`config.mk`:
```
export PLATFORM = sky130hd
export DESIGN_NAME = rtc_irq_status_alarm_ext
export DESIGN_NICKNAME = d
export VERILOG_FILES = /design/src/logic/rtc_status_pkg.sv /design/src/logic/rtc_irq_status_alarm_ext.sv
export SDC_FILE = /design/constraint.sdc
export NUM_CORES = 1
export LEC_CHECK = 0
export BUFFER_PORTS_ARGS = -buffer_cell sky130_fd_sc_hd__buf_4
export CAP_MARGIN = 20
export CORE_ASPECT_RATIO = 0.6
export CORE_MARGIN = 2
export CORE_UTILIZATION = 40
export CTS_BUF_LIST = sky130_fd_sc_hd__clkbuf_16
export CTS_CLUSTER_SIZE = 25
export DETAILED_ROUTE_END_ITERATION = 10
export PLACE_DENSITY = 0.7
export SYNTH_ARGS = -nofsm -noshare
export SYNTH_HDL_FRONTEND = slang
export SYNTH_SLANG_ARGS = --single-unit
```
`constraint.sdc`:
```
create_clock -name clock -period 6.8 [get_ports clock]
set_input_delay 1.02 -clock clock [delete_from_list [all_inputs] [get_ports clock]]
set_output_delay 1.02 -clock clock [all_outputs]
set_load 0.02 [all_outputs]
```
`src/logic/rtc_status_pkg.sv`:
```
/*
  Constants for the clock status and alarm-extension block: register
  indexes, field positions, reset values and timing counts.
  Assumes a 10 MHz system clock and APB byte addresses of four times
  the register index, with bank one above bank zero.
*/
`default_nettype none

package rtc_status_pkg;

  // ----------------------------------------------------------------
  // Clock and timing
  // ----------------------------------------------------------------
  localparam int CLK_PERIOD_NS = 100;
  localparam int EVT_GAP_NS = 70000;
  localparam int EVT_GAP_CYC_I = EVT_GAP_NS / CLK_PERIOD_NS;  // Rounds down
  localparam logic [9:0] EVT_GAP_CYC = EVT_GAP_CYC_I[9:0];

  // ----------------------------------------------------------------
  // Address layout
  // ----------------------------------------------------------------
  localparam int BANK_BIT = 9;
  localparam logic [6:0] IDX_RATE = 7'h0A;
  localparam logic [6:0] IDX_OPTIONS = 7'h0B;
  localparam logic [6:0] IDX_FLAGS = 7'h0C;
  localparam logic [6:0] IDX_VALIDITY = 7'h0D;
  localparam logic [6:0] IDX_POWER_CTRL = 7'h40;
  localparam logic [6:0] IDX_POWER_STAT = 7'h42;
  localparam logic [6:0] IDX_CENTURY = 7'h48;
  localparam logic [6:0] IDX_DAY_ALARM = 7'h49;
  localparam logic [6:0] IDX_MONTH_ALARM = 7'h4A;
  localparam logic [6:0] IDX_DAY_LOC = 7'h4F;
  localparam logic [6:0] IDX_MONTH_LOC = 7'h50;
  localparam logic [6:0] IDX_CENTURY_LOC = 7'h51;

  // ----------------------------------------------------------------
  // Field positions
  // ----------------------------------------------------------------
  localparam int OPT_DST = 0;
  localparam int OPT_HOUR24 = 1;
  localparam int OPT_BINARY = 2;
  localparam int OPT_UPD_IE = 4;
  localparam int OPT_ALARM_IE = 5;
  localparam int OPT_PER_IE = 6;
  localparam int OPT_FREEZE = 7;
  localparam int FLG_UPDATE = 4;
  localparam int FLG_ALARM = 5;
  localparam int FLG_PERIODIC = 6;
  localparam int FLG_REQUEST = 7;
  localparam int VAL_BIT = 7;
  localparam int PWR_SUPPLY = 0;
  localparam int PWR_LED = 1;
  localparam int PWR_SCI_EN = 2;
  localparam int PST_OFF_REQ = 0;

  // ----------------------------------------------------------------
  // Power-up values
  // ----------------------------------------------------------------
  localparam logic [7:0] CENTURY_INIT = 8'h00;
  localparam logic [7:0] ALARM_INIT = 8'hC0;
  localparam logic [1:0] DONT_CARE = 2'h3;
  localparam logic [7:0] DAY_LOC_INIT = 8'hC9;
  localparam logic [7:0] MONTH_LOC_INIT = 8'hCA;
  localparam logic [7:0] CENTURY_LOC_INIT = 8'hC8;

  // Register selected by the current bus address
  typedef enum logic [3:0] {
    SEL_NONE = 4'h0,
    SEL_RATE = 4'h1,
    SEL_OPTIONS = 4'h2,
    SEL_FLAGS = 4'h3,
    SEL_VALIDITY = 4'h4,
    SEL_DAY_LOC = 4'h5,
    SEL_MONTH_LOC = 4'h6,
    SEL_CENTURY_LOC = 4'h7,
    SEL_DAY_ALARM = 4'h8,
    SEL_MONTH_ALARM = 4'h9,
    SEL_CENTURY = 4'hA,
    SEL_POWER_CTRL = 4'hB,
    SEL_POWER_STAT = 4'hC
  } reg_sel_t;

endpackage

`default_nettype wire

```
`src/logic/rtc_irq_status_alarm_ext.sv`:
```
/*
  Status and alarm-extension part of a real-time clock: option bits,
  read-to-clear interrupt flags with one active-low request, validity
  bit, relocatable day, month and century registers, power-supply
  control outputs. APB slave on a single 10 MHz clock.
  Assumes divider taps, update and match inputs from the clock unit
  arrive asynchronously and are held long enough to be synchronised.
*/
// Design decision made here: the APB slave port.
`timescale 1ns/10ps
`default_nettype none

module rtc_irq_status_alarm_ext
  import rtc_status_pkg::*;
(
  input wire logic clock,
  input wire logic rst_n,
  input wire logic masterReset,
  input wire logic psel,
  input wire logic penable,
  input wire logic pwrite,
  input wire logic [11:0] paddr,
  input wire logic [31:0] pwdata,
  output logic [31:0] prdata,
  output logic pready,
  output logic pslverr,
  input wire logic [14:0] divTap,
  input wire logic updateEnded,
  input wire logic timeMatch,
  input wire logic [5:0] dayNow,
  input wire logic [5:0] monthNow,
  input wire logic lowSupply,
  input wire logic oscRunning,
  input wire logic switchOff,
  input wire logic powerOffEvent,
  output logic irqN,
  output logic freezeUpdates,
  output logic [3:0] rateSelect,
  output logic [2:0] dividerControl,
  output logic binaryFormat,
  output logic hour24Mode,
  output logic daylightSave,
  output logic supplyOnControl,
  output logic powerOffRequest,
  output logic sciRequest,
  output logic ledDrive
);

  // ----------------------------------------------------------------
  // State
  // ----------------------------------------------------------------
  typedef struct packed {
    logic [3:0] rateSel;
    logic [2:0] divCtl;
    logic freeze;
    logic periodicIrqEnable;
    logic alarmIrqEnable;
    logic updateDoneIrqEnable;
    logic binarySel;
    logic hour24;
    logic daylight;
    logic updateDoneFlag;
    logic alarmFlag;
    logic periodicFlag;
    logic irqActive;
    logic powerValid;
    logic [7:0] century;
    logic [7:0] dayAlarm;
    logic [7:0] monthAlarm;
    logic [7:0] dayLoc;
    logic [7:0] monthLoc;
    logic [7:0] centuryLoc;
    logic supplyOn;
    logic led;
    logic sciEnable;
    logic offReq;
    logic sciActive;
    logic [9:0] swGap;
    logic [9:0] offGap;
    logic [14:0] tapS1;
    logic [14:0] tapS2;
    logic tapPrev;
    logic [1:0] updS;
    logic updPrev;
    logic [1:0] matchS;
    logic [5:0] dayS1;
    logic [5:0] dayS2;
    logic [5:0] monS1;
    logic [5:0] monS2;
    logic [1:0] lowS;
    logic [1:0] oscS;
    logic [1:0] swS;
    logic swPrev;
    logic [1:0] offS;
    logic offPrev;
    logic [1:0] mrS;
    logic rdy;
    logic err;
    logic [31:0] rdData;
  } state_t;

  state_t s_q;
  state_t s_d;
  logic [1:0] rstSync_q;
  logic rstInt_n;

  // Alarm field match with the don't-care code
  function automatic logic fieldMatch(input logic [7:0] alarm, input logic [5:0] now);
    fieldMatch = (alarm[7:6] == DONT_CARE) || (alarm[5:0] == now);
  endfunction

  // Hold-off counter for one event type
  function automatic logic [9:0] gapNext(input logic [9:0] cnt, input logic take);
    if (take) begin
      gapNext = EVT_GAP_CYC;
    end else if (cnt != 10'h000) begin
      gapNext = cnt - 10'h001;
    end else begin
      gapNext = cnt;
    end
  endfunction

  // ----------------------------------------------------------------
  // Reset release
  // ----------------------------------------------------------------
  // Async assert, two-flop release
  always_ff @(posedge clock or negedge rst_n) begin
    if (!rst_n) begin
      rstSync_q <= 2'h0;
    end else begin
      rstSync_q <= {rstSync_q[0], 1'b1};
    end
  end
  assign rstInt_n = rstSync_q[1];

  // ----------------------------------------------------------------
  // Next state
  // ----------------------------------------------------------------
  reg_sel_t sel;
  logic [7:0] loc;
  logic done;
  logic wr;
  logic rd;
  logic tapSel;
  logic tapEdge;
  logic updEvt;
  logic alarmEvt;
  logic oscOn;
  logic swEvt;
  logic offEvt;
  logic mr;
  logic [7:0] rdByte;

  always_comb begin
    s_d = s_q;
    loc = {paddr[BANK_BIT], paddr[8:2]};
    done = psel && penable && s_q.rdy;
    wr = done && pwrite;
    rd = done && !pwrite;
    rdByte = 8'h00;

    // Synchronisers
    s_d.tapS1 = divTap;
    s_d.tapS2 = s_q.tapS1;
    s_d.updS = {s_q.updS[0], updateEnded};
    s_d.matchS = {s_q.matchS[0], timeMatch};
    s_d.dayS1 = dayNow;
    s_d.dayS2 = s_q.dayS1;
    s_d.monS1 = monthNow;
    s_d.monS2 = s_q.monS1;
    s_d.lowS = {s_q.lowS[0], lowSupply};
    s_d.oscS = {s_q.oscS[0], oscRunning};
    s_d.swS = {s_q.swS[0], switchOff};
    s_d.offS = {s_q.offS[0], powerOffEvent};
    s_d.mrS = {s_q.mrS[0], masterReset};
    mr = s_q.mrS[1];
    oscOn = s_q.oscS[1];

    // Event detection
    tapSel = (s_q.rateSel == 4'h0) ? 1'b0 : s_q.tapS2[s_q.rateSel - 4'h1];
    s_d.tapPrev = tapSel;
    tapEdge = tapSel && !s_q.tapPrev;
    s_d.updPrev = s_q.updS[1];
    updEvt = s_q.updS[1] && !s_q.updPrev;
    alarmEvt = updEvt && s_q.matchS[1] && fieldMatch(s_q.dayAlarm, s_q.dayS2)
      && fieldMatch(s_q.monthAlarm, s_q.monS2);
    s_d.swPrev = s_q.swS[1];
    s_d.offPrev = s_q.offS[1];
    swEvt = oscOn && s_q.swS[1] && !s_q.swPrev && (s_q.swGap == 10'h000);
    offEvt = oscOn && s_q.offS[1] && !s_q.offPrev && (s_q.offGap == 10'h000);
    s_d.swGap = gapNext(s_q.swGap, swEvt);
    s_d.offGap = gapNext(s_q.offGap, offEvt);

    // Address decode; moved registers answer only at their locator
    if (paddr[11:10] != 2'h0 || paddr[1:0] != 2'h0) begin
      sel = SEL_NONE;
    end else if (paddr[8:2] == IDX_RATE) begin
      sel = SEL_RATE;
    end else if (paddr[8:2] == IDX_OPTIONS) begin
      sel = SEL_OPTIONS;
    end else if (paddr[8:2] == IDX_FLAGS) begin
      sel = SEL_FLAGS;
    end else if (paddr[8:2] == IDX_VALIDITY) begin
      sel = SEL_VALIDITY;
    end else if (loc == {1'b1, IDX_DAY_LOC}) begin
      sel = SEL_DAY_LOC;
    end else if (loc == {1'b1, IDX_MONTH_LOC}) begin
      sel = SEL_MONTH_LOC;
    end else if (loc == {1'b1, IDX_CENTURY_LOC}) begin
      sel = SEL_CENTURY_LOC;
    end else if (loc == s_q.dayLoc) begin
      sel = SEL_DAY_ALARM;
    end else if (loc == s_q.monthLoc) begin
      sel = SEL_MONTH_ALARM;
    end else if (loc == s_q.centuryLoc) begin
      sel = SEL_CENTURY;
    end else if (loc == {1'b1, IDX_POWER_CTRL}) begin
      sel = SEL_POWER_CTRL;
    end else if (loc == {1'b1, IDX_POWER_STAT}) begin
      sel = SEL_POWER_STAT;
    end else begin
      sel = SEL_NONE;
    end

    // Read value of the selected register
    case (sel)
      SEL_RATE: rdByte = {1'b0, s_q.divCtl, s_q.rateSel};
      SEL_OPTIONS: rdByte = {s_q.freeze, s_q.periodicIrqEnable, s_q.alarmIrqEnable,
        s_q.updateDoneIrqEnable, 1'b0, s_q.binarySel, s_q.hour24, s_q.daylight};
      SEL_FLAGS: rdByte = {s_q.irqActive, s_q.periodicFlag, s_q.alarmFlag,
        s_q.updateDoneFlag, 4'h0};
      SEL_VALIDITY: rdByte = {s_q.powerValid, 7'h00};
      SEL_DAY_LOC: rdByte = s_q.dayLoc;
      SEL_MONTH_LOC: rdByte = s_q.monthLoc;
      SEL_CENTURY_LOC: rdByte = s_q.centuryLoc;
      SEL_DAY_ALARM: rdByte = s_q.dayAlarm;
      SEL_MONTH_ALARM: rdByte = s_q.monthAlarm;
      SEL_CENTURY: rdByte = s_q.century;
      SEL_POWER_CTRL: rdByte = {5'h00, s_q.sciEnable, s_q.led, s_q.supplyOn};
      SEL_POWER_STAT: rdByte = {7'h00, s_q.offReq};
      default: rdByte = 8'h00;
    endcase

    // Bus handshake: one wait cycle, data and error latched
    if (psel && penable && !s_q.rdy) begin
      s_d.rdy = 1'b1;
      s_d.rdData = {24'h000000, rdByte};
      s_d.err = (sel == SEL_NONE);
    end else begin
      s_d.rdy = 1'b0;
      s_d.err = 1'b0;
    end

    // Register writes
    if (wr) begin
      case (sel)
        SEL_RATE: begin
          s_d.rateSel = pwdata[3:0];
          s_d.divCtl = pwdata[6:4];
        end
        SEL_OPTIONS: begin
          s_d.freeze = pwdata[OPT_FREEZE];
          s_d.periodicIrqEnable = pwdata[OPT_PER_IE];
          s_d.alarmIrqEnable = pwdata[OPT_ALARM_IE];
          s_d.updateDoneIrqEnable = pwdata[OPT_UPD_IE];
          s_d.binarySel = pwdata[OPT_BINARY];
          s_d.hour24 = pwdata[OPT_HOUR24];
          s_d.daylight = pwdata[OPT_DST];
        end
        SEL_DAY_LOC: s_d.dayLoc = pwdata[7:0];
        SEL_MONTH_LOC: s_d.monthLoc = pwdata[7:0];
        SEL_CENTURY_LOC: s_d.centuryLoc = pwdata[7:0];
        SEL_DAY_ALARM: s_d.dayAlarm = pwdata[7:0];
        SEL_MONTH_ALARM: s_d.monthAlarm = pwdata[7:0];
        SEL_CENTURY: s_d.century = pwdata[7:0];
        SEL_POWER_CTRL: begin
          if (oscOn) begin
            s_d.supplyOn = pwdata[PWR_SUPPLY];
            s_d.led = pwdata[PWR_LED];
            s_d.sciEnable = pwdata[PWR_SCI_EN];
          end
        end
        default: s_d.rateSel = s_q.rateSel;
      endcase
    end

    // Flags: a read clears only what it reported; a new event wins
    if (rd && sel == SEL_FLAGS) begin
      s_d.updateDoneFlag = (s_q.updateDoneFlag && !s_q.rdData[FLG_UPDATE]) || updEvt;
      s_d.alarmFlag = (s_q.alarmFlag && !s_q.rdData[FLG_ALARM]) || alarmEvt;
      s_d.periodicFlag = (s_q.periodicFlag && !s_q.rdData[FLG_PERIODIC]) || tapEdge;
    end else begin
      s_d.updateDoneFlag = s_q.updateDoneFlag | updEvt;
      s_d.alarmFlag = s_q.alarmFlag | alarmEvt;
      s_d.periodicFlag = s_q.periodicFlag | tapEdge;
    end

    // Validity: read sets it, low supply clears it and wins
    if (s_q.lowS[1]) begin
      s_d.powerValid = 1'b0;
    end else if (rd && sel == SEL_VALIDITY) begin
      s_d.powerValid = 1'b1;
    end

    // Power-off request: event wins over status read clear
    if (rd && sel == SEL_POWER_STAT) begin
      s_d.offReq = (s_q.offReq && !s_q.rdData[PST_OFF_REQ]) || swEvt || offEvt;
    end else begin
      s_d.offReq = s_q.offReq || swEvt || offEvt;
    end

    // Master reset clears interrupt enables and flags only
    if (mr) begin
      s_d.periodicIrqEnable = 1'b0;
      s_d.alarmIrqEnable = 1'b0;
      s_d.updateDoneIrqEnable = 1'b0;
      s_d.updateDoneFlag = 1'b0;
      s_d.alarmFlag = 1'b0;
      s_d.periodicFlag = 1'b0;
    end

    // Request pairs
    s_d.irqActive = (s_d.periodicIrqEnable && s_d.periodicFlag)
      || (s_d.alarmIrqEnable && s_d.alarmFlag)
      || (s_d.updateDoneIrqEnable && s_d.updateDoneFlag);
    s_d.sciActive = s_d.sciEnable && (s_d.offReq || s_d.alarmFlag);
  end

  // ----------------------------------------------------------------
  // State register
  // ----------------------------------------------------------------
  // Power-on values; master reset acts in the next-state logic
  always_ff @(posedge clock or negedge rstInt_n) begin
    if (!rstInt_n) begin
      s_q <= '0;
      s_q.powerValid <= 1'b1;
      s_q.century <= CENTURY_INIT;
      s_q.dayAlarm <= ALARM_INIT;
      s_q.monthAlarm <= ALARM_INIT;
      s_q.dayLoc <= DAY_LOC_INIT;
      s_q.monthLoc <= MONTH_LOC_INIT;
      s_q.centuryLoc <= CENTURY_LOC_INIT;
    end else begin
      s_q <= s_d;
    end
  end

  // ----------------------------------------------------------------
  // Outputs
  // ----------------------------------------------------------------
  assign prdata = s_q.rdData;
  assign pready = s_q.rdy;
  assign pslverr = s_q.err;
  assign irqN = !s_q.irqActive;
  assign freezeUpdates = s_q.freeze;
  assign rateSelect = s_q.rateSel;
  assign dividerControl = s_q.divCtl;
  assign binaryFormat = s_q.binarySel;
  assign hour24Mode = s_q.hour24;
  assign daylightSave = s_q.daylight;
  assign supplyOnControl = s_q.supplyOn;
  assign powerOffRequest = s_q.offReq;
  assign sciRequest = s_q.sciActive;
  assign ledDrive = s_q.led;

endmodule

`default_nettype wire

```
-- Word level (Yosys, flattened, before mapping)
Index checks and enable logic that the tools add are counted.
- bits in registers: 176
- bits in latches: 0
- bits in writable memories: 0
- memory bits (read-only): 0
- input bits: 83
- output and inout port bits: 50
- memories: 0
- add/sub/neg operators: 3
- multiply operators: 0
- div/mod/pow operators: 0
- order comparisons: 1
- equal/unequal tests: 28
- shifts and indexed selects: 0
- muxes and demuxes: 33
- bitwise gates (word level): 3
- reduce and logical (&&, ||, !) cells: 71
- operators by type and width (operator ; number):
    8-bit case mux with 12 select lines ; 1
    4-bit 2-to-1 mux ; 13
    8-bit equality test (second input constant) ; 5
    10-bit 2-to-1 mux ; 4
    7-bit by 4-bit equality test with 1-bit output (second input constant) ; 4
    1-bit logical AND ; 27
    8-bit equality test ; 3
    4-bit equality test (second input constant) ; 5
    10-bit logical NOT ; 2
    10-bit nonzero test ; 2
    10-bit by 1-bit subtractor with 10-bit output (second input constant) ; 2
    4-bit by 3-bit equality test with 1-bit output (second input constant) ; 4
    2-bit AND reduction ; 8
    1-bit logical OR ; 13
    6-bit equality test ; 2
    6-bit 2-to-1 mux ; 2
    1-bit logical NOT ; 11
    2-bit nonzero test ; 5
    3-bit 2-to-1 mux ; 3
    4-bit by 2-bit equality test with 1-bit output (second input constant) ; 2
    4-bit logical NOT ; 2
    1-bit 2-to-1 mux ; 8
    4-bit by 5-bit less-than comparator with 1-bit output (second input constant) ; 1
    1-bit binary-select mux with 4-bit select ; 1
    other kinds (6) ; 9

-- Logic depth before layout (Yosys ltp)
Gate-level depths: netlist of the first run.
- depth after elaboration: 21
- mapped depth: 13
- gate-level depth less buffers: 10

-- Least setup slack after synthesis of the first run
Ideal clock, no wire load.
- path kind: input to register
- start point: in paddr[7]
- end point: reg s_q[163] (netlist name)
- library setup time: 125 ps
- arrival: 3532 ps
- data required time: 6675 ps
- slack: 3143 ps
- stages on the path: 11
- cell sequence: buf_2 xor2_1 nor4_1 nand2_1 and3_1 clkbuf_1 a21oi_1 nor3b_2 and2_1 buf_2 mux2_2
- word-level cells in the longest chain between the ends: 16
- elaborated cells on any way between the ends: 27
- RTL lines (what ; RTL line ; source):
    start, declared ; rtc_irq_status_alarm_ext.sv:22 ; input wire logic [11:0] paddr,
    8-bit equality test ; rtc_irq_status_alarm_ext.sv:219 ; end else if (loc == {1'b1, IDX_POWER_STAT}) begin
    4-bit 2-to-1 mux ; rtc_irq_status_alarm_ext.sv:219 ;
    4-bit 2-to-1 mux ; rtc_irq_status_alarm_ext.sv:217 ; end else if (loc == {1'b1, IDX_POWER_CTRL}) begin
    4-bit 2-to-1 mux ; rtc_irq_status_alarm_ext.sv:215 ; end else if (loc == s_q.centuryLoc) begin
    4-bit 2-to-1 mux ; rtc_irq_status_alarm_ext.sv:213 ; end else if (loc == s_q.monthLoc) begin
    4-bit 2-to-1 mux ; rtc_irq_status_alarm_ext.sv:211 ; end else if (loc == s_q.dayLoc) begin
    4-bit 2-to-1 mux ; rtc_irq_status_alarm_ext.sv:209 ; end else if (loc == {1'b1, IDX_CENTURY_LOC}) begin
    4-bit 2-to-1 mux ; rtc_irq_status_alarm_ext.sv:207 ; end else if (loc == {1'b1, IDX_MONTH_LOC}) begin
    4-bit 2-to-1 mux ; rtc_irq_status_alarm_ext.sv:205 ; end else if (loc == {1'b1, IDX_DAY_LOC}) begin
    4-bit 2-to-1 mux ; rtc_irq_status_alarm_ext.sv:203 ; end else if (paddr[8:2] == IDX_VALIDITY) begin
    4-bit 2-to-1 mux ; rtc_irq_status_alarm_ext.sv:201 ; end else if (paddr[8:2] == IDX_FLAGS) begin
    4-bit 2-to-1 mux ; rtc_irq_status_alarm_ext.sv:199 ; end else if (paddr[8:2] == IDX_OPTIONS) begin
    4-bit 2-to-1 mux * ; rtc_irq_status_alarm_ext.sv:197 ; end else if (paddr[8:2] == IDX_RATE) begin
    4-bit 2-to-1 mux * ; rtc_irq_status_alarm_ext.sv:195 ; if (paddr[11:10] != 2'h0 || paddr[1:0] != 2'h0) begin
    4-bit equality test * ; rtc_irq_status_alarm_ext.sv:256 ; case (sel)
    2-bit AND reduction (no line) * ; n/a ;
    end, declared ; rtc_irq_status_alarm_ext.sv:102 ; state_t s_q;
Mark *: on every way between the ends. The rest lies on a longest branch, timed or not.
A chain may end at the register's enable or synchronous reset.

-- Worst setup path in the final report of the first run
- start point: in paddr[4]
- end point: reg s_q[168] (netlist name)
The elaborated chain is that of the path after synthesis.

==> impl_results.rst, run 1 <==
.. list-table::
   :header-rows: 1

   * - Metric
     - Value
   * - Status
     - complete, no violations
   * - Top Ports
     - 133
   * - Port bufs
     - 84
   * - Horizontal die dimension
     - roughly 190 µm
   * - Clock tree from TritonCTS
     - yes
   * - Post-synth EDFFs
     - 0
   * - Area share of the largest cell type after synthesis
     - 0.5040
   * - All-Layer GR Usage
     - 0.1799
   * - Final Hold Vio Count
     - 0
   * - Maximum number of pins on one net before global-route repair
     - 83
   * - F_max
     - approximately 220 MHz
   * - Wire length after detailed routing
     - 18400 µm
   * - Seq/Total Area, Yosys
     - 0.5569
   * - Startpoint of the worst-slack reg-to-reg timing path
     - s_q[152]
   * - Post-synthesis instance area
     - a little under 8000 µm²
   * - Area growth from synthesis to final layout
     - 16.68%
   * - Worst setup margin
     - 2.331 ns
   * - Number of register bits inferred by synthesis
     - roughly 180
   * - Initial core utilization
     - 0.4132
   * - Gate count after technology mapping
     - ~650
   * - Post-route minimum period
     - approximately 4.5 ns
   * - H-Tree Level Count
     - 4
   * - Launch point of the critical path
     - paddr[4]
   * - Post_cts resized
     - 0
   * - Switching power share of the total
     - 0.2560
   * - Clock skew
     - between 0.01 and 0.015 ns
   * - Tot Pwr
     - roughly 2.5 mW
   * - Pre-antenna DRT Iters
     - 7
   * - Ratio of cells with drive above 1 in the final layout
     - 0.3111
   * - Setup crit start kind
     - input port
   * - Worst-margin pin slew
     - between 1 and 1.5 ns
   * - Library cell with the highest instance count after synthesis
     - dfrtp_1
   * - Via count of the first global-routing pass
     - ~4.8k
   * - First-pass GRT wire length
     - 27990 µm
   * - Most used flip-flop cell after synthesis
     - dfrtp_1
   * - Pre-CTS setup slack
     - 2.023 ns
   * - Clock-pin transition on the worst setup and hold timing paths
     - 0.07 ns
   * - Clock network fraction of design power
     - 0.424
   * - Synth cell types
     - between 70 and 80
   * - Part of the total power dissipated in sequential elements
     - 0.481
   * - Net switching component of the power
     - between 600 and 700 µW
   * - Avg Synthesized Cell Area
     - 12.18 µm²
   * - Cts bufs inserted
     - 17
   * - Drc violations
     - 0
   * - Height of the die
     - between 100 and 150 µm
   * - Total of hold buffers inserted after clock tree synthesis
     - 0
   * - Worst IR drop on VDD
     - ~220 µV
   * - Number of warning messages in the yosys log
     - 0
   * - Share of async-settable or async-resettable flops after synthesis
     - 1.000
   * - Post-detailed-route count of antenna-violating nets
     - 0
   * - Routed vias/inst
     - 5.267
   * - Pins Over Slew Limit
     - 0
   * - Post-Layout Inst Area
     - 9269 µm²
   * - Diodes inserted
     - 0
   * - Class of the tightest hold or removal check
     - flop to asynchronous set/reset pin
   * - Vias
     - 5262
   * - RSZ-0062 raised after global routing
     - false
   * - Worst endpoint required time
     - 7.11 ns
   * - Average detailed-routed wire length per instance
     - ~18 µm
   * - Commonest cells post-synth
     - dfrtp_1 (160), mux2_2 (66), buf_4 (39), a21oi_1 (31), nand2_1 (31)
   * - Number of antenna violations at the first check in global routing
     - 0
   * - Number of nets in the layout
     - slightly above 800
   * - Library cell with the largest summed area after synthesis
     - dfrtp_1
   * - Category of the worst setup path capture point
     - flop
   * - Buffers inserted by post-CTS timing repair
     - 0
   * - GRT Residual Overflow
     - 0
   * - Clock latency at the later pin of the worst-skew pair
     - 0.43 ns
   * - Number of violations reported at the end of detailed-routing iteration 0
     - about 430
   * - Core box area
     - 19230 µm²
   * - Placer Congestion
     - 0.8919
   * - Rel. slew slack
     - 0.2554
   * - Crit share post-route
     - 0.6572
   * - Final sum of negative setup slack
     - 0 ns
   * - Max_cap viols
     - 0
   * - Critical path start-end classification
     - input port to flop
   * - Total power density per cell area
     - 270.3 nW/µm²
   * - Die footprint
     - 21040 µm²
   * - Clock sink count
     - ~180
   * - Core occupancy in the finished layout
     - 0.4821
   * - Clock root cell
     - clkbuf_16
   * - Clock buffer depth
     - 2
   * - Dpl hpwl
     - 13410 µm
   * - Final setup fails
     - 0
   * - P_int
     - 1.864 mW
   * - Cell types occupying the most area after synthesis
     - dfrtp_1 (50%), mux2_2 (9.4%), dfstp_2 (5.3%)
   * - Instance area at placement
     - ~8600 µm²
   * - Worst EP arrival
     - 4.78 ns
   * - Combinational Power Share
     - 0.094
   * - Number of rows in the core area
     - 39
   * - Leakage component of the power
     - between 4 and 5 nW
   * - Maximum net fanout on the critical path
     - 13
==> state kept, by name (all words and copies together), names as in the netlist <==
signal           count
sciRequest           1
s_d                 37
binaryFormat         1
dividerControl       3
oscOn                1
daylightSave         1
mr                   1
freezeUpdates        1
supplyOnControl      1
prdata               8
hour24Mode           1
rstSync_q            2
pslverr              1
pready               1
s_q                110
ledDrive             1
powerOffRequest      1
rateSelect           4
==> stage by stage <==
| stage | cells | hold WS, ns |
|---|---|---|
| 2_1_floorplan | 675 | 0.3312 |
| 3_3_place_gp | 966 | 0.3064 |
| 3_5_place_dp | 966 | 0.3081 |
| 4_1_cts | 998 | 0.3090 |
| 5_1_grt | 999 | 0.3203 |
| 6_report | 999 | 0.2838 |
==> power groups by stage <==
stage               Clock, mW  Sequential, mW  Combinational (mW)
floorplan                   0            1.22               0.162
global placement            0            1.22               0.228
detailed placement          0            1.22               0.236
CTS                      1.09            1.20               0.236
global route             1.13            1.22               0.266
finish                   1.06            1.21               0.236
==> worst paths after layout <==
path	slack, ns	to	depth (start not counted)
max reg2reg	2.66	s_q[168]	8
min	0.28	s_q[143]	0
min reg2reg	0.28	s_q[143]	0
max	2.33	s_q[168]	9
min in group clock	0.34	s_q[89]	0
max in group asynchronous	5.41	s_q[112]	1
==> final cells by class <==
type / instances / area, µm²
Clock buffer: 17 / 425.4
Tap cell: 266 / 332.8
Timing Repair Buffer: 87 / 673.1
Fill cell: 1746 / 9957
Multi-Input combinational cell: 418 / 3115
Sequential cell: 176 / 4428
Clock inverter: 15 / 219.0
Inverter: 20 / 75.07
==> per-layer routing <==
| metal | global-route usage | wire length, µm | vias up | share of wire |
|---|---|---|---|---|
| met4 | 0.04567 | 192 | 0 | 0.010 |
| met2 | 0.2248 | 7276 | 206 | 0.40 |
| met3 | 0.05246 | 1555 | 20 | 0.084 |
| met1 | 0.2950 | 9379 | 2626 | 0.51 |
| li1 | - | - | 2410 | - |
| met5 | 0 | 0 | - | 0 |
==> cells in the final DEF (no fill, tap or decap), types with 10 or more instances in the layout <==
master and count:
dfrtp_1 159, buf_4 86, mux2_2 66, nand2_1 31
a21oi_1 31, nor2_1 27, xor2_1 26, conb_1 25
inv_1 20, clkbuf_16 17, dfstp_2 16, o21ai_0 15
xnor2_1 14, nor4_1 12, a22oi_1 12, or3_1 10
==> kinds of logic after synthesis <==
logic type               count (synthesis)  share of synthesized area
buffers and inverters                   81                    0.06174
other                                    2                  0.0009454
AO/OA/AOI/OAI                          119                     0.1060
flip-flops                             176                     0.5569
adder cells (fa/ha/maj)                  4                   0.006300
multiplexers                            77                     0.1121
XOR/XNOR                                40                    0.04410
AND/OR/NAND/NOR                        153                     0.1118
==> critical path, stage by stage <==
cell	delay (ns)
buf_4	0.16
xor2_1	0.17
nor4_1	0.61
nand2_1	0.25
and3_1	0.29
a21oi_1	0.81
nor3b_2	0.63
and2_1	0.44
mux2_2	0.38
(Power assumes the default switching activity.)
==> run 2, diff against run 1 <==
==> constraint.sdc (replaced) <==
create_clock -name clock -period 4.3 [get_ports clock]
set_input_delay 0.645 -clock clock [delete_from_list [all_inputs] [get_ports clock]]
set_output_delay 0.645 -clock clock [all_outputs]
set_load 0.02 [all_outputs]
==> impl_results.rst, run 2 (synthesis gave the netlist of run 1 again) <==
.. list-table::
   :header-rows: 1

   * - Metric
     - Value
   * - Pre-CTS setup slack
     - around 0.48 ns
   * - Clock root cell
     - clkbuf_16
   * - Horizontal die dimension
     - 185.9 µm
   * - Number of antenna violations at the first check in global routing
     - 0
   * - Launch point of the critical path
     - paddr[4]
   * - Pre-antenna DRT Iters
     - 5
   * - Dominant delay contributor by cell family on the critical path
     - simple AND/OR/NAND/NOR gates
   * - Maximum net fanout on the critical path
     - 12
   * - Routed vias/inst
     - 5.290
   * - Core occupancy in the finished layout
     - 0.4802
   * - H-Tree Level Count
     - 4
   * - Most frequent standard cell in the layout excluding fill and tap cells
     - dfrtp_1
   * - First-pass GRT wire length
     - roughly 29000 µm
   * - Worst-margin pin slew
     - 0.9883 ns
   * - Dpl hpwl
     - between 10000 and 15000 µm
   * - Clock-pin transition on the worst setup and hold timing paths
     - approximately 0.070 ns
   * - Maximum number of pins on one net before global-route repair
     - 64
   * - Leakage component of the power
     - between 4 and 5 nW
   * - Critical path depth in cells
     - 10
   * - Total power density per cell area
     - 410.7 nW/µm²
   * - Port bufs
     - 84
   * - Seq. cell area
     - approximately 4400 µm²
   * - Part of the total power dissipated in sequential elements
     - 0.504
   * - Die footprint
     - 21040 µm²
   * - Initial core utilization
     - 0.4132
   * - Number of nets in the layout
     - slightly above 800
   * - Class of the tightest hold or removal check
     - input port to flop
   * - Clock tree from TritonCTS
     - yes
   * - Placer Congestion
     - 0.8906
   * - Tot Pwr
     - 3.792 mW
   * - Rel. slew slack
     - 0.3361
   * - Footprint of the multi-input gates
     - 3115 µm²
   * - Worst setup margin
     - 0.8760 ns
   * - Combinational Power Share
     - 0.097
   * - Worst EP arrival
     - 3.72 ns
   * - Startpoint of the worst-slack reg-to-reg timing path
     - s_q[147]
   * - Net switching component of the power
     - 1.021 mW
   * - Crit share post-route
     - 0.7963
   * - Post-route minimum period
     - 3.424 ns
   * - Placed Cells
     - 972
   * - Setup crit start kind
     - input port
   * - Diodes inserted
     - 0
   * - Core box area
     - between 15000 and 20000 µm²
   * - Top Ports
     - about 130
   * - Flip-flop count of the largest register after layout
     - 110
   * - Post-detailed-route count of antenna-violating nets
     - 0
   * - Clock sink count
     - 176
   * - Worst-case reg-to-reg path depth
     - 9
   * - F_max
     - 292.1 MHz
   * - End point of the critical path
     - prdata[6]
   * - Clock buffer depth
     - 2
   * - Final Hold Vio Count
     - 0
   * - Switching power share of the total
     - 0.2692
   * - Leading cell types in the layout, fill and taps excluded
     - dfrtp_1 (159), buf_4 (92), mux2_2 (66)
   * - Clock latency at the later pin of the worst-skew pair
     - roughly 0.43 ns
   * - Number of violations reported at the end of detailed-routing iteration 0
     - ~530
   * - Cts bufs inserted
     - 17
   * - Height of the die
     - roughly 110 µm
   * - Instance area at placement
     - roughly 8600 µm²
   * - Via count of the first global-routing pass
     - 4991
   * - Status
     - complete, no violations
   * - Pins Over Slew Limit
     - 0
   * - Worst IR drop on VDD
     - 306.4 µV
   * - P_int
     - 2.771 mW
   * - Max_cap viols
     - 0
   * - Final sum of negative setup slack
     - 0 ns
   * - Average detailed-routed wire length per instance
     - ~18 µm
   * - Category of the worst setup path capture point
     - flop
   * - Worst-path cell with the longest stage delay
     - or4b_4
   * - Number of rows in the core area
     - 39
   * - Non-filler cells in the finished layout
     - 1005
   * - Post-Layout Inst Area
     - slightly above 9000 µm²
   * - Area growth from synthesis to final layout
     - 16.21%
   * - Ratio of cells with drive above 1 in the final layout
     - 0.3153
   * - Wire length after detailed routing
     - 18470 µm
   * - Buffers inserted by post-CTS timing repair
     - 0
   * - All-Layer GR Usage
     - 0.1850
   * - GRT Residual Overflow
     - 0
   * - Worst R2R Setup Slack
     - roughly 0.9 ns
   * - Worst endpoint required time
     - 4.60 ns
   * - Slowest Stage Delay on Critical Path
     - approximately 0.60 ns
   * - Vias
     - 5316
   * - Final setup fails
     - 0
   * - Clock skew
     - between 0.01 and 0.015 ns
   * - Largest Register
     - s_q
   * - Worst R2R End
     - s_q[165]
   * - Chain of cells forming the critical path
     - buf_4, nand4bb_4, or4b_4, o221ai_2, o22ai_4, nor2_2, nor3_1, a22o_1, a2111oi_0, o21ai_1
   * - WP buf/inv
     - 1
   * - Clock network fraction of design power
     - 0.399
   * - Worst hold slack across all endpoints
     - 0.3147 ns
   * - Number of fillers in the final layout
     - 1784
   * - Critical path start-end classification
     - input port to flop
   * - Drc violations
     - 0
   * - RSZ-0062 raised after global routing
     - false
   * - Post_cts resized
     - 0
## run 2: per-layer routing
layer	up-vias	wire length [µm]	track usage
li1	2437	-	-
met3	19	1612	0.05632
met1	2628	9350	0.2993
met2	232	7335	0.2330
met4	0	177	0.04882
met5	-	0	0
## run 2: area by class of cell
cell class / count / area share
inverter: 20 / 0.008132
sequential: 176 / 0.4797
multi-input combinational: 418 / 0.3375
clock inverter: 15 / 0.01667
timing repair buffer: 93 / 0.07590
tap: 266 / 0.03605
clock buffer: 17 / 0.04608
## run 2: power groups by stage
stage	clock (mW)	sequential, mW	combinational (mW)
6_report	1.51	1.91	0.369
2_1_floorplan	0	1.92	0.256
4_1_cts	1.54	1.91	0.372
3_5_place_dp	0	1.94	0.371
5_1_grt	1.62	1.93	0.417
3_3_place_gp	0	1.93	0.358
## run 2: repair_timing
action	CTS	global route
endpoints found under the hold margin	2	0
endpoints found under the setup margin	0	0
hold buffers	1	0
## run 2: worst min-delay path by stage
stage	from	end	slack (ns)	cells after the start
2_1_floorplan	rstSync_q[0]	rstSync_q[1]	0.33	0
3_3_place_gp	s_d[87]	s_q[87]	0.33	0
3_5_place_dp	s_d[35]	mr	0.33	0
4_1_cts	divTap[5]	s_d[81]	0.30	1
5_1_grt	divTap[7]	s_d[83]	0.30	1
6_report	monthNow[1]	s_d[47]	0.31	1
## run 2: worst register-to-register path, stage by stage, from the launching register on
cell and delay (ns):
dfstp_2 0.56, xor2_1 0.07, nor4_1 0.58, nand2_1 0.22
and3_1 0.28, a21oi_1 0.40, nor3b_2 0.25, buf_4 0.17
and2_1 0.38, mux2_2 0.39
==> run 3, diff against run 2 <==
==> constraint.sdc (replaced) <==
create_clock -name clock -period 3.4 [get_ports clock]
set_input_delay 0.51 -clock clock [delete_from_list [all_inputs] [get_ports clock]]
set_output_delay 0.51 -clock clock [all_outputs]
set_load 0.02 [all_outputs]
==> impl_results.rst, run 3 (synthesis gave the netlist of run 1 again) <==
.. list-table::
   :header-rows: 1

   * - Metric
     - Value
   * - Clock skew
     - 0.008843 ns
   * - Max_cap viols
     - 0
   * - Horizontal die dimension
     - 185.9 µm
   * - Port bufs
     - 84
   * - Clock sink count
     - 176
   * - Switching power share of the total
     - 0.2764
   * - Top Ports
     - 133
   * - Initial core utilization
     - 0.4132
   * - Clock buffer depth
     - 2
   * - F_max
     - 322.4 MHz
   * - First-pass GRT wire length
     - 29420 µm
   * - Critical path start-end classification
     - flop to flop
   * - Worst EP arrival
     - 3.42 ns
   * - Post-route minimum period
     - 3.102 ns
   * - Buffers inserted by post-CTS timing repair
     - 0
   * - GRT Residual Overflow
     - 0
   * - Clock root cell
     - clkbuf_16
   * - Setup crit start kind
     - flop
   * - Net switching component of the power
     - 1.318 mW
   * - Placer Congestion
     - 0.9301
   * - H-Tree Level Count
     - 4
   * - Total of hold buffers inserted after clock tree synthesis
     - 1
   * - Clock latency at the later pin of the worst-skew pair
     - 0.43 ns
   * - Category of the worst setup path capture point
     - flop
   * - Placed Cells
     - 999
   * - Status
     - complete, no violations
   * - Drc violations
     - 0
   * - Number of antenna violations at the first check in global routing
     - 1
   * - Worst IR drop on VDD
     - approximately 320 µV
   * - Number of rows in the core area
     - 39
   * - All-Layer GR Usage
     - 0.1876
   * - Core occupancy in the finished layout
     - 0.4914
   * - Worst endpoint required time
     - 3.71 ns
   * - Total power density per cell area
     - slightly above 500 nW/µm²
   * - Clock network fraction of design power
     - 0.394
   * - Class of the tightest hold or removal check
     - input port to flop
   * - P_int
     - 3.450 mW
   * - Final Hold Vio Count
     - 0
   * - Final setup fails
     - 0
   * - Clock-pin transition on the worst setup and hold timing paths
     - ~0.070 ns
   * - Vias
     - 5399
   * - Die footprint
     - 21040 µm²
   * - Wire length after detailed routing
     - 18740 µm
   * - Non-filler cells in the finished layout
     - 1032
   * - Average detailed-routed wire length per instance
     - 18.16 µm
   * - Diodes inserted
     - 0
   * - Leading cell types in the layout, fill and taps excluded
     - dfrtp_1 (159), buf_4 (117), mux2_2 (66)
   * - Pre-antenna DRT Iters
     - 5
   * - Leakage component of the power
     - about 4.3 nW
   * - Core box area
     - 19230 µm²
   * - RSZ-0062 raised after global routing
     - false
   * - Maximum number of pins on one net before global-route repair
     - 72
   * - Ratio of cells with drive above 1 in the final layout
     - 0.3394
   * - Post_cts resized
     - 0
   * - Final sum of negative setup slack
     - 0 ns
   * - Clock tree from TritonCTS
     - yes
   * - Flip-flop count of the largest register after layout
     - 110
   * - Dpl hpwl
     - 13900 µm
   * - Height of the die
     - approximately 110 µm
   * - Largest Register
     - s_q
   * - Part of the total power dissipated in sequential elements
     - 0.507
   * - Via count of the first global-routing pass
     - 5192
   * - Crit share post-route
     - 0.9123
   * - Rel. slew slack
     - 0.3800
   * - Area growth from synthesis to final layout
     - 18.93%
   * - Number of violations reported at the end of detailed-routing iteration 0
     - approximately 540
   * - Cts bufs inserted
     - 17
   * - Combinational Power Share
     - 0.099
   * - Maximum net fanout on the critical path
     - 8
   * - Routed vias/inst
     - 5.232
   * - Worst-margin pin slew
     - about 0.93 ns
   * - Number of nets in the layout
     - 840
   * - Post-detailed-route count of antenna-violating nets
     - 0
   * - Most frequent standard cell in the layout excluding fill and tap cells
     - dfrtp_1
   * - Pins Over Slew Limit
     - 0
## run 3: worst max-delay path, stage by stage, from the launching register on
cell      delay (ns)
dfstp_2         0.56
xnor2_1         0.17
nand4_1         0.23
or2_2           0.38
a31o_2          0.27
a221oi_1        0.52
and3_1          0.48
mux2_2          0.38
## run 3: through the flow
stage               setup slack (ns)  hold slack (ns)  instance area, µm²  power [mW]
floorplan                     0.2531           0.2144                8031       2.756
global placement              0.1302           0.2934                8870       2.906
detailed placement            0.1227           0.2940                8870       2.928
CTS                           0.3848           0.1692                9448       4.804
global route                  0.1470           0.1585                9448       4.989
finish                        0.2982           0.1788                9448       4.768
## run 3: layout make-up
type                            instances  area (µm²)
Clock buffer                           17       425.4
Clock inverter                         15       142.6
Fill cell                            1744        9778
Inverter                               20       75.07
Multi-Input combinational cell        418        3115
Sequential cell                       176        4428
Tap cell                              266       332.8
Timing Repair Buffer                  120       928.4
## run 3: per-layer routing
metal  up-vias  part of all wire  wire length, µm  global-route usage
met3        16              0.10             1904             0.06051
li1       2479                 -                -                   -
met1      2688              0.49             9133              0.2920
met5         -                 0                0                   0
met4         0            0.0072              134             0.04882
met2       216              0.40             7569              0.2471
## run 3: final timing paths
kind | startpoint | endpoint | slack (ns) | cells after the start
max | s_q[146] | s_q[159] | 0.30 | 7
min | dayNow[2] | s_d[60] | 0.18 | 1
max reg2reg | s_q[146] | s_q[159] | 0.30 | 7
min reg2reg | s_d[59] | s_q[59] | 0.35 | 0
max in group asynchronous | rstSync_q[1] | s_q[138] | 2.09 | 1
min in group asynchronous | rst_n | rstSync_q[0] | 0.39 | 2
## run 3: power groups by stage
| stage | Combinational, mW | Clock, mW | Sequential [mW] |
|---|---|---|---|
| after CTS | 0.476 | 1.91 | 2.42 |
| after global placement | 0.459 | 0 | 2.45 |
| after detailed placement | 0.475 | 0 | 2.45 |
| after floorplan | 0.324 | 0 | 2.43 |
| after global routing | 0.534 | 2.01 | 2.44 |
| final | 0.472 | 1.88 | 2.42 |
